--- src/shared/pbec_cfg.svh ---
// constants of the bypass control and event counter register bank
// assumes a 32-bit classic wishbone slave, byte address = 4 * index
// How it works
// one 8-bit receive error counter, counts at 100 or 1000 only with link up.
// all three counters hold at 255, and a read returns then zeroes them.
// one 8-bit false carrier counter, gated by its link, upper byte reads zero.
// link disconnect counter counts every copper link loss at any speed.
// control bit 15 stops transmit output onto the media, resets to zero.
// control bits 14 to 10 bypass 4b5b, scrambler, descrambler, pcs rx, pcs tx.
// control bit 9 skips the link fail inhibit timer, resets to zero.
// control bit 7 stops crossover in forced 10/100 modes, resets to one.
// control bit 6 disables legacy gigabit partner detection, resets to zero.
// control bit 5 disables crossover correction in all modes, resets to zero.
// control bit 4 stops pair polarity correction, resets to zero.
// control bit 3 one honours advertised abilities in parallel detect, resets one.
// control bit 2 removes the 0.75/0.25 gigabit pulse shaping filter.
// control bit 1 stops automatic gigabit next page exchange, resets to zero.
// reserved bits of all six registers read zero and ignore writes.
`ifndef PBEC_CFG_SVH
`define PBEC_CFG_SVH
`define PBEC_IDX_CTRL   6'h12
`define PBEC_IDX_RXE    6'h13
`define PBEC_IDX_FC     6'h14
`define PBEC_IDX_LD     6'h15
`define PBEC_IDX_ISTAT  6'h16
`define PBEC_IDX_IMASK  6'h17
`define PBEC_CTRL_RST   16'h0088
`define PBEC_CTRL_WMASK 16'hFEFE
`define PBEC_CNT_RXE    0
`define PBEC_CNT_FC     1
`define PBEC_CNT_LD     2
`define PBEC_NCNT       3
`define PBEC_B_TXDIS    15
`define PBEC_B_4B5B     14
`define PBEC_B_SCR      13
`define PBEC_B_DSCR     12
`define PBEC_B_PCSRX    11
`define PBEC_B_PCSTX    10
`define PBEC_B_LFIT     9
`define PBEC_B_MDIXF    7
`define PBEC_B_LEGDET   6
`define PBEC_B_MDIXD    5
`define PBEC_B_POLD     4
`define PBEC_B_ADV      3
`define PBEC_B_PSF      2
`define PBEC_B_NP       1
`define PBEC_B_RSV_HI   8
`define PBEC_B_RSV_LO   0
`endif

--- src/shared/pbec_pkg.sv ---
// types of the bypass control and event counter register bank
// assumes nothing beyond the constants header
package pbec_pkg;
    typedef enum logic [1:0] {
        PBEC_IDLE = 2'b00,
        PBEC_ACK  = 2'b01
    } pbec_bus_state_t;
endpackage

--- src/rtl/pbec_top.sv ---
// bypass control register and three saturating read-clear event counters
// assumes event and link inputs synchronous to clk_i, one event per cycle each
`timescale 1ns/1ps
`include "pbec_cfg.svh"
module pbec_top
    import pbec_pkg::*;
#(
    parameter int CNT_W = 8
) (
    input  wire logic        clk_i,
    input  wire logic        rst_i,
    input  wire logic        wb_cyc_i,
    input  wire logic        wb_stb_i,
    input  wire logic        wb_we_i,
    input  wire logic [7:0]  wb_adr_i,
    input  wire logic [3:0]  wb_sel_i,
    input  wire logic [31:0] wb_dat_i,
    output logic      [31:0] wb_dat_o,
    output logic             wb_ack_o,
    input  wire logic        link_up_100_i,
    input  wire logic        link_up_1000_i,
    input  wire logic        rx_err_100_i,
    input  wire logic        rx_err_1000_i,
    input  wire logic        false_car_100_i,
    input  wire logic        false_car_1000_i,
    input  wire logic        copper_link_i,
    output logic             irq_o,
    output logic             tx_disable_o,
    output logic             byp_4b5b_o,
    output logic             byp_scram_o,
    output logic             byp_descram_o,
    output logic             byp_pcs_rx_o,
    output logic             byp_pcs_tx_o,
    output logic             byp_lfi_timer_o,
    output logic             no_mdix_forced_o,
    output logic             legacy_det_dis_o,
    output logic             mdix_dis_o,
    output logic             pol_corr_dis_o,
    output logic             honor_adv_o,
    output logic             pulse_filt_dis_o,
    output logic             np_auto_dis_o
);

    // ************************************************************
    // parameter check
    // ************************************************************
    // counters sit in the low half of a 32-bit register
    if (CNT_W < 1 || CNT_W > 16) begin : g_bad_width
        $error("CNT_W must be 1 to 16");
    end

    localparam logic [CNT_W-1:0] CNT_MAX = {CNT_W{1'b1}};

    function automatic logic [CNT_W-1:0] cnt_step(input logic [CNT_W-1:0] v,
                                                  input logic inc, input logic clr);
        logic [CNT_W-1:0] base;
        base = clr ? '0 : v;
        // event in the clearing cycle is kept; saturate instead of wrap
        if (inc && base != CNT_MAX) begin
            cnt_step = base + 1'b1;
        end else begin
            cnt_step = base;
        end
    endfunction

    // ************************************************************
    // bus decode
    // ************************************************************
    pbec_bus_state_t  state_reg;
    pbec_bus_state_t  state_next;
    logic [15:0]      ctrl_reg;
    logic [15:0]      ctrl_next;
    logic [2:0]       stat_reg;
    logic [2:0]       stat_next;
    logic [2:0]       mask_reg;
    logic [2:0]       mask_next;
    logic             link_prev_reg;
    logic [CNT_W-1:0] cnt_reg [`PBEC_NCNT];
    logic [`PBEC_NCNT-1:0] cnt_inc;
    logic [`PBEC_NCNT-1:0] cnt_clr;
    logic [31:0]      rd_data;

    wire       take      = wb_cyc_i && wb_stb_i && state_reg == PBEC_IDLE;
    wire [5:0] idx       = wb_adr_i[7:2];
    wire       wr        = take && wb_we_i;
    wire       rd        = take && !wb_we_i;
    wire       hit_ctrl  = idx == `PBEC_IDX_CTRL;
    wire       hit_istat = idx == `PBEC_IDX_ISTAT;
    wire       hit_imask = idx == `PBEC_IDX_IMASK;
    wire [15:0] lane_mask = {{8{wb_sel_i[1]}}, {8{wb_sel_i[0]}}};

    // taken only from idle, so a strobe held through ack is not taken twice
    always_comb begin
        case (state_reg)
            PBEC_IDLE: begin
                state_next = take ? PBEC_ACK : PBEC_IDLE;
            end
            PBEC_ACK: begin
                state_next = PBEC_IDLE;
            end
            default: begin
                state_next = PBEC_IDLE;
            end
        endcase
    end

    // ************************************************************
    // counter events
    // ************************************************************
    // gate each speed with its own link
    assign cnt_inc[`PBEC_CNT_RXE] = (rx_err_100_i && link_up_100_i)
                                  || (rx_err_1000_i && link_up_1000_i);
    assign cnt_inc[`PBEC_CNT_FC]  = (false_car_100_i && link_up_100_i)
                                  || (false_car_1000_i && link_up_1000_i);
    assign cnt_inc[`PBEC_CNT_LD]  = link_prev_reg && !copper_link_i;

    assign cnt_clr[`PBEC_CNT_RXE] = rd && idx == `PBEC_IDX_RXE;
    assign cnt_clr[`PBEC_CNT_FC]  = rd && idx == `PBEC_IDX_FC;
    assign cnt_clr[`PBEC_CNT_LD]  = rd && idx == `PBEC_IDX_LD;

    genvar gi;
    for (gi = 0; gi < `PBEC_NCNT; gi++) begin : g_cnt
        always_ff @(posedge clk_i) begin
            if (rst_i) begin
                cnt_reg[gi] <= '0;
            end else begin
                cnt_reg[gi] <= cnt_step(cnt_reg[gi], cnt_inc[gi], cnt_clr[gi]);
            end
        end
    end

    // ************************************************************
    // control, status and mask
    // ************************************************************
    // reserved control bits never store, so they read zero
    assign ctrl_next = (wr && hit_ctrl)
                     ? (ctrl_reg & ~(lane_mask & `PBEC_CTRL_WMASK))
                       | (wb_dat_i[15:0] & lane_mask & `PBEC_CTRL_WMASK)
                     : ctrl_reg;

    // new events win over the read that clears
    assign stat_next = ((rd && hit_istat) ? 3'h0 : stat_reg) | cnt_inc;
    assign mask_next = (wr && hit_imask && wb_sel_i[0]) ? wb_dat_i[2:0] : mask_reg;

    function automatic logic [15:0] cnt_word(input logic [CNT_W-1:0] v);
        cnt_word = 16'h0000;
        cnt_word[CNT_W-1:0] = v;
    endfunction

    assign rd_data = hit_ctrl                 ? {16'h0000, ctrl_reg}
                   : (idx == `PBEC_IDX_RXE)   ? {16'h0000, cnt_word(cnt_reg[`PBEC_CNT_RXE])}
                   : (idx == `PBEC_IDX_FC)    ? {16'h0000, cnt_word(cnt_reg[`PBEC_CNT_FC])}
                   : (idx == `PBEC_IDX_LD)    ? {16'h0000, cnt_word(cnt_reg[`PBEC_CNT_LD])}
                   : hit_istat                ? {29'h0, stat_reg}
                   : hit_imask                ? {29'h0, mask_reg}
                   : 32'h0000_0000;

    always_ff @(posedge clk_i) begin
        if (rst_i) begin
            ctrl_reg <= `PBEC_CTRL_RST;
        end else begin
            ctrl_reg <= ctrl_next;
        end
    end

    always_ff @(posedge clk_i) begin
        if (rst_i) begin
            stat_reg      <= 3'h0;
            mask_reg      <= 3'h0;
            irq_o         <= 1'b0;
            link_prev_reg <= 1'b0;
        end else begin
            stat_reg      <= stat_next;
            mask_reg      <= mask_next;
            irq_o         <= |(stat_next & mask_next);
            link_prev_reg <= copper_link_i;
        end
    end

    // ************************************************************
    // bus answer
    // ************************************************************
    // one wait state keeps read data registered and read clears clean
    always_ff @(posedge clk_i) begin
        if (rst_i) begin
            state_reg <= PBEC_IDLE;
            wb_ack_o  <= 1'b0;
            wb_dat_o  <= 32'h0000_0000;
        end else begin
            state_reg <= state_next;
            wb_ack_o  <= state_next == PBEC_ACK;
            if (rd) begin
                wb_dat_o <= rd_data;
            end
        end
    end

    // ************************************************************
    // control outputs
    // ************************************************************
    assign tx_disable_o     = ctrl_reg[`PBEC_B_TXDIS];
    assign byp_4b5b_o       = ctrl_reg[`PBEC_B_4B5B];
    assign byp_scram_o      = ctrl_reg[`PBEC_B_SCR];
    assign byp_descram_o    = ctrl_reg[`PBEC_B_DSCR];
    assign byp_pcs_rx_o     = ctrl_reg[`PBEC_B_PCSRX];
    assign byp_pcs_tx_o     = ctrl_reg[`PBEC_B_PCSTX];
    assign byp_lfi_timer_o  = ctrl_reg[`PBEC_B_LFIT];
    assign no_mdix_forced_o = ctrl_reg[`PBEC_B_MDIXF];
    assign legacy_det_dis_o = ctrl_reg[`PBEC_B_LEGDET];
    assign mdix_dis_o       = ctrl_reg[`PBEC_B_MDIXD];
    assign pol_corr_dis_o   = ctrl_reg[`PBEC_B_POLD];
    assign honor_adv_o      = ctrl_reg[`PBEC_B_ADV];
    assign pulse_filt_dis_o = ctrl_reg[`PBEC_B_PSF];
    assign np_auto_dis_o    = ctrl_reg[`PBEC_B_NP];
endmodule

--- config.mk ---
export PLATFORM = sky130hd
export DESIGN_NAME = pbec_top
export DESIGN_NICKNAME = d
export VERILOG_FILES = /design/src/shared/pbec_pkg.sv /design/src/rtl/pbec_top.sv
export VERILOG_INCLUDE_DIRS = /design/src /design/src/shared
export SDC_FILE = /design/constraint.sdc
export NUM_CORES = 1
export LEC_CHECK = 0
export ABC_CLOCK_PERIOD_IN_PS = 5100
export BUFFER_PORTS_ARGS = -buffer_cell sky130_fd_sc_hd__clkbuf_2
export CORE_MARGIN = 5
export CORE_UTILIZATION = 53
export DETAILED_ROUTE_END_ITERATION = 7
export PLACE_DENSITY = 0.84
export SYNTH_ARGS = -nofsm -noshare
export SYNTH_HDL_FRONTEND = slang
export SYNTH_SLANG_ARGS = --single-unit
--- constraint.sdc ---
create_clock -name clk_i -period 5.1 [get_ports clk_i]
set_clock_uncertainty 0.15 [all_clocks]
set_input_delay 1.53 -clock clk_i [delete_from_list [all_inputs] [get_ports clk_i]]
set_output_delay 1.53 -clock clk_i [all_outputs]
set_load 0.01 [all_outputs]
==> results.py, run 1 <==
metrics = {
    "outcome": {
        "outcome": "complete, no violations",
    },
    "cells_and_area": {
        "drive_gt1_frac": 0.239,
        "stdcell_count": 469,
        "antennaDiodeCount": 0,
        "layout.nets": 449,
        "n_fill_cell": 444,
        "final_util": 0.638,
        "syn2layout_area_growth_pct": 18.2,
    },
    "placement": {
        "dpl.cell_count": 453,
        "dp_hpwl_um": 5450,
        "io_buffers": 65,
        "place_congestion": 0.865,
    },
    "worst_setup_path": {
        "arrival_ps": 4110,
        "cp-end-kind": "register",
        "cp.required_ps": 5150,
        "cp_max_fo": 8,
        "startpoint_type": "input pin",
        "timing_worst_setup_path_type": "input pin to register",
    },
    "power": {
        "netSwitchingPower_mw": 0.253,
        "pwr-share-seq": 0.475,
        "ir_drop_v": 0.000216,
        "cellLeakagePower_nw": 1.52,
        "p_int_mw": 0.793,
        "comb_power_share": 0.068,
        "power.share.switching": 0.242,
        "powerDensity_nw_per_um2": 302,
        "finalPower_mw": 1.05,
        "p_clk_frac": 0.457,
    },
    "clock_network": {
        "cts.sinks": 62,
        "cts_resized": 0,
        "cts_setup_buffers": 0,
        "ctsHoldBuffers": 0,
        "cts_tree": "built",
        "cts_root_buf": "clkbuf_8",
        "cts_made_buffers": 9,
        "cts_max_level": 3,
        "clk_path_buf_depth": 2,
        "clock_latency_ps": 350,
        "clkTransAtPathRegs_ps": 70,
    },
    "route": {
        "drc": 0,
        "drt_wl_total_um": 7370,
        "first_pass_iters": 5,
        "wire_per_inst_um": 15.7,
        "viasPerCell": 5.70,
        "postRouteAntennaNets": 0,
        "drt_first_iter_violations": 211,
        "vias": 2672,
    },
    "die": {
        "boundaryPins": 104,
        "rows": 27,
        "die_area_um2": 7130,
        "core_area_um2": 5440,
        "die_h_um": 84.4,
        "die_w_um": 84.4,
        "start_util": 0.540,
    },
    "grt": {
        "grt_pass1_vias": 2554,
        "grt_pass1_wl_um": 12200,
        "grt_usage": 0.213,
        "overflow": 0,
        "grt_max_degree": 48,
        "antenna_found_initial": 0,
    },
    "timing": {
        "whs_ps": 318,
        "fmax_mhz": 246,
        "tns_ps": 0,
        "period_minus_slack_ps": 4060,
        "final_max_slew_viol_count": 0,
        "rsz0062_at_grt": "false",
        "setup_viol": 0,
        "slew_headroom": 0.374,
        "hold_viol_final": 0,
        "worstMarginPinSlew_ps": 939,
        "period_share": 0.797,
    },
    "synthesis": {
        "syn_inst": 326,
        "synth_seq_cells": 62,
        "synth_area_leaders": "dfxtp_1 42%, nor2_1 6.4%, mux2i_1 6.1%",
        "ys_seq_area_frac": 0.423,
        "async_reset_ff_frac": 0,
        "yosys.area.top_type": "dfxtp_1",
        "ys_warn_count": 0,
        "yosysUniqueCellTypes": 54,
        "syn_area_per_cell_um2": 9.00,
        "syn_area_um2": 2940,
        "synth-edff-count": 0,
        "synth_top_area_frac": 0.423,
        "ys.flop_type": "dfxtp_1",
    },
    "flow_run": {
        "cap_violations": 0,
    },
    "hold_path": {
        "hp-class": "register to register",
    },
}
critical path, stage by stage:
cell and delay (ps):
clkbuf_2 100, nor4b_1 540, nand3_1 370, and2_2 320, ha_1 250, nand3_1 130, nor2_1 100, a31oi_1 470
mux2i_1 250, nor2_1 50
metal layers:
metal / up-vias / part of all wire / global-route usage
met5: - / 0 / 0
met4: 0 / 0.025 / 0.0978
met3: 21 / 0.073 / 0.0608
met2: 117 / 0.50 / 0.343
met1: 1252 / 0.41 / 0.265
li1: 1282 / - / -
power by group through the flow:
stage / clock network [mW] / logic, mW / registers [mW]
5_1_grt: 0.516 / 0.0785 / 0.498
6_report: 0.478 / 0.0716 / 0.497
4_1_cts: 0.488 / 0.0706 / 0.497
2_1_floorplan: 0 / 0.0547 / 0.506
3_3_place_gp: 0 / 0.0681 / 0.507
3_5_place_dp: 0 / 0.0699 / 0.508
path summary, 6_finish.rpt:
| kind | start | to | depth (start not counted) | slack, ps |
|---|---|---|---|---|
| hold / removal | wb_dat_o[1]$_SDFFE_PP0P_ | wb_dat_o[1]$_SDFFE_PP0P_ | 2 | 320 |
| setup reg to reg | wb_ack_o$_SDFF_PP0_ | cnt_reg[0][1]$_SDFF_PP0_ | 9 | 2200 |
| hold reg to reg | wb_dat_o[1]$_SDFFE_PP0P_ | wb_dat_o[1]$_SDFFE_PP0P_ | 2 | 320 |
| setup / recovery | wb_adr_i[5] | cnt_reg[0][1]$_SDFF_PP0_ | 10 | 1040 |
cell usage after synthesis (4+ instances only):
library cell and number:
clkbuf_1 8, o21ai_0 16, nor3_1 4, a22oi_1 10, inv_1 5, mux2i_1 18, nand2_1 26, nor2_1 50
a211o_1 5, dfxtp_1 62, xnor2_1 6, a221o_1 7, nand3_1 10, xor2_1 8, buf_4 17, a21oi_1 13
logic make-up after synthesis:
| group | after synthesis | synth area share |
|---|---|---|
| AO/OA/AOI/OAI | 69 | 0.167 |
| XOR/XNOR | 14 | 0.0418 |
| adder cells (fa/ha/maj) | 1 | 0.00426 |
| buffers and inverters | 31 | 0.0618 |
| flip-flops | 62 | 0.423 |
| multiplexers | 20 | 0.0691 |
| other | 1 | 0.00128 |
| AND/OR/NAND/NOR | 128 | 0.232 |
metrics by stage:
step	setup WS (ps)	cell area (µm²)
2_1_floorplan	1360	3000
3_3_place_gp	725	3250
3_5_place_dp	723	3250
4_1_cts	1090	3470
5_1_grt	932	3470
6_report	1040	3470
placed cells by master (no fill, tap or decap), drive strengths merged, types with 2 or more instances in the layout:
master / n
a21oi: 13
inv: 6
dfxtp: 62
clkinv: 2
and4: 2
a211oi: 2
and4b: 2
a31oi: 2
nor2: 50
nor2b: 3
nand2: 26
nand2b: 2
clkinvlp: 2
a311oi: 2
and2: 5
o21ai: 16
a221o: 7
o211ai: 2
o2bb2ai: 3
nor4: 2
mux2: 2
clkbuf: 74
nand3: 12
nor3: 6
a22oi: 10
a211o: 6
xor2: 8
nand4: 3
conb: 17
a22o: 2
mux2i: 18
and4bb: 2
bufinv: 2
and3: 4
nor4b: 2
xnor2: 6
final cells by class:
| cell class | instances | area (µm²) | share of cell area |
|---|---|---|---|
| Multi-Input combinational cell | 249 | 1570 | 0.453 |
| Sequential cell | 62 | 1240 | 0.358 |
| Timing Repair Buffer | 65 | 325 | 0.0938 |
| Clock buffer | 9 | 124 | 0.0357 |
| Clock inverter | 7 | 97.6 | 0.0281 |
| Tap cell | 72 | 90.1 | 0.0260 |
| Inverter | 5 | 18.8 | 0.00541 |
Power figures use the tool's default switching activity.
==> inputs of run 2 (changes only) <==
- ABC_AREA: not set -> 1
- ABC_CLOCK_PERIOD_IN_PS: 5100 -> 3950
- CORE_UTILIZATION: 53 -> 52
- PLACE_DENSITY: 0.84 -> 0.8
- clock period: 5.1 -> 3.95 ns (I/O delays scaled with it)
==> run 2 against run 1 <==
Synthesized cell count rose by 52%. Critical path depth grew 5. Area after synthesis rose by 20%. Flip-flop and latch count is the same. Sequential power is 29% higher. First-iteration DRC count down 8.5%. Critical endpoint is now cnt_reg[0][0]$_SDFF_PP0_.
==> results.py, run 2 <==
metrics = {
    "clock_network": {
        "cts_resized": 0,
        "clkTransAtPathRegs_ps": 80,
        "clk_path_buf_depth": 2,
        "cts_setup_buffers": 0,
        "cts_max_level": 3,
        "cts_root_buf": "clkbuf_8",
        "cts_made_buffers": 9,
        "clock_latency_ps": 340,
        "cts.sinks": 62,
        "cts_tree": "built",
        "ctsHoldBuffers": 0,
    },
    "hold_path": {
        "hp-class": "register to register",
    },
    "timing": {
        "final_max_slew_viol_count": 0,
        "setup_viol": 0,
        "slew_headroom": 0.550,
        "finalWorstSetupSlack_ps": 1040,
        "tns_ps": 0,
        "rsz0062_at_grt": "false",
        "worstMarginPinSlew_ps": 676,
        "hold_viol_final": 0,
        "period_minus_slack_ps": 2910,
        "fmax_mhz": 343,
        "period_share": 0.737,
    },
    "die": {
        "die_w_um": 92.4,
        "core_area_um2": 6680,
        "die_h_um": 92.4,
        "rows": 30,
        "die_area_um2": 8530,
        "boundaryPins": 104,
        "start_util": 0.528,
    },
    "placement": {
        "dp_hpwl_um": 6360,
        "dpl.cell_count": 628,
        "pre_cts_ws_ps": 724,
        "io_buffers": 65,
        "place_congestion": 0.937,
    },
    "cells_and_area": {
        "final_util": 0.605,
        "antennaDiodeCount": 0,
        "seq_area_um2": 1240,
        "syn2layout_area_growth_pct": 14.5,
        "stdcell_count": 644,
        "final_common_cell": "nand2_1",
        "drive_gt1_frac": 0.241,
        "final_cell_mix": "101 x nand2_1, 69 x inv_1, 65 x clkbuf_2, 62 x nor2_1, 62 x dfxtp_1",
        "layout.nets": 616,
        "multi_input_comb_area_um2": 1870,
        "n_fill_cell": 602,
    },
    "synthesis": {
        "ys.flop_type": "dfxtp_1",
        "ys_seq_area_frac": 0.352,
        "synth_most_common_cell": "nand2_1",
        "synth_top_area_frac": 0.352,
        "syn_inst": 494,
        "async_reset_ff_frac": 0,
        "synth-edff-count": 0,
        "syn_area_um2": 3530,
        "synth_common_cells": "101 x nand2_1, 69 x inv_1, 62 x dfxtp_1, 62 x nor2_1, 27 x a21oi_1",
        "synth_area_leaders": "dfxtp_1 35%, nand2_1 11%, inv_1 7.3%",
        "synth_seq_cells": 62,
        "yosysUniqueCellTypes": 43,
        "yosys.area.top_type": "dfxtp_1",
        "syn_area_per_cell_um2": 7.14,
        "ys_warn_count": 0,
    },
    "route": {
        "drc": 0,
        "drt_wl_total_um": 8560,
        "viasPerCell": 5.14,
        "postRouteAntennaNets": 0,
        "wire_per_inst_um": 13.3,
        "drt_first_iter_violations": 193,
        "vias": 3311,
        "first_pass_iters": 5,
    },
    "power": {
        "powerDensity_nw_per_um2": 329,
        "power.share.switching": 0.272,
        "netSwitchingPower_mw": 0.361,
        "p_clk_frac": 0.433,
        "comb_power_share": 0.085,
        "pwr-share-seq": 0.482,
        "cellLeakagePower_nw": 1.87,
        "p_int_mw": 0.966,
        "ir_drop_v": 0.000340,
    },
    "worst_setup_path": {
        "cp-end-kind": "register",
        "arrival_ps": 3050,
        "cp_max_fo": 9,
        "startpoint_type": "input pin",
        "timing_worst_setup_path_type": "input pin to register",
        "cp.required_ps": 4090,
    },
    "outcome": {
        "outcome": "complete, no violations",
    },
    "grt": {
        "overflow": 0,
        "grt_pass1_vias": 3215,
        "grt_pass1_wl_um": 14200,
        "antenna_found_initial": 0,
        "grt_max_degree": 42,
        "grt_usage": 0.206,
    },
    "flow_run": {
        "cap_violations": 0,
    },
}
run 2: cell types whose count changed in the layout (fill, tap and decap cells not counted), moves of 7 or more:
cell,delta
nor2_2,+7
nand3_1,+13
a221o_1,-7
mux2i_1,-18
nand2_4,+8
a21oi_1,+14
nor2_4,+7
o21ai_0,+9
nand2_2,+7
nor2_1,+12
nand2_1,+75
inv_1,+64
run 2: power groups by stage:
stage                     clock network [mW]  logic [mW]  registers, mW
after floorplan                            0      0.0863          0.653
after global placement                     0       0.107          0.654
after detailed placement                   0       0.111          0.654
after CTS                              0.583       0.111          0.640
after global routing                   0.614       0.124          0.640
final                                  0.576       0.112          0.640
run 2: final cells by class:
type                    count  area share
clock buffers               9      0.0307
well taps                  80      0.0248
inverters                  74      0.0700
multi-input cells         345       0.463
flip-flops and latches     62       0.307
clock inverters             7      0.0201
repair buffers             67      0.0842
run 2: through the flow:
| step | hold slack (ps) | total power, mW | area [µm²] |
|---|---|---|---|
| after floorplan | 316 | 0.739 | 3590 |
| after global placement | 302 | 0.760 | 3830 |
| after detailed placement | 317 | 0.765 | 3830 |
| after CTS | 329 | 1.33 | 4040 |
| after global routing | 342 | 1.38 | 4040 |
| final | 326 | 1.33 | 4040 |
run 2: critical path: stages:
cell	delay, ps
clkbuf_2	150
inv_1	80
nand3_2	140
nor2_4	60
nand2_4	110
nand2_1	110
inv_1	120
ha_1	210
nand2_1	60
nand3b_2	240
nor2_4	180
nand2_4	90
nand2_4	100
o21ai_0	90
nor2_1	110
run 2: cells by family (layout without fill, tap and decap cells):
kind of cell / Yosys count / count (layout) / synth area share
compound gates: 82 / 82 / 0.143
xor+xnor: 5 / 5 / 0.0124
fa+ha+maj: 1 / 1 / 0.00355
buf+inv: 103 / 157 / 0.135
flops: 62 / 62 / 0.352
other cells: 1 / 17 / 0.00106
simple gates: 240 / 240 / 0.354
run 2: per-layer routing:
| layer | vias to the layer above | routed length (µm) | GRT usage |
|---|---|---|---|
| met5 | - | 0 | 0 |
| met2 | 116 | 4150 | 0.356 |
| met1 | 1507 | 3530 | 0.237 |
| met3 | 16 | 715 | 0.0666 |
| met4 | 0 | 158 | 0.0767 |
| li1 | 1672 | - | - |
run 2: worst paths after layout:
kind              depth (start not counted)                  endpoint  slack (ps)                     start
setup reg to reg                         14  cnt_reg[0][0]$_SDFF_PP0_        1670       wb_ack_o$_SDFF_PP0_
hold reg to reg                           2  wb_dat_o[0]$_SDFFE_PP0P_         330  wb_dat_o[0]$_SDFFE_PP0P_
setup / recovery                         15  cnt_reg[0][0]$_SDFF_PP0_        1040               wb_adr_i[4]
hold / removal                            2  wb_dat_o[0]$_SDFFE_PP0P_         330  wb_dat_o[0]$_SDFFE_PP0P_
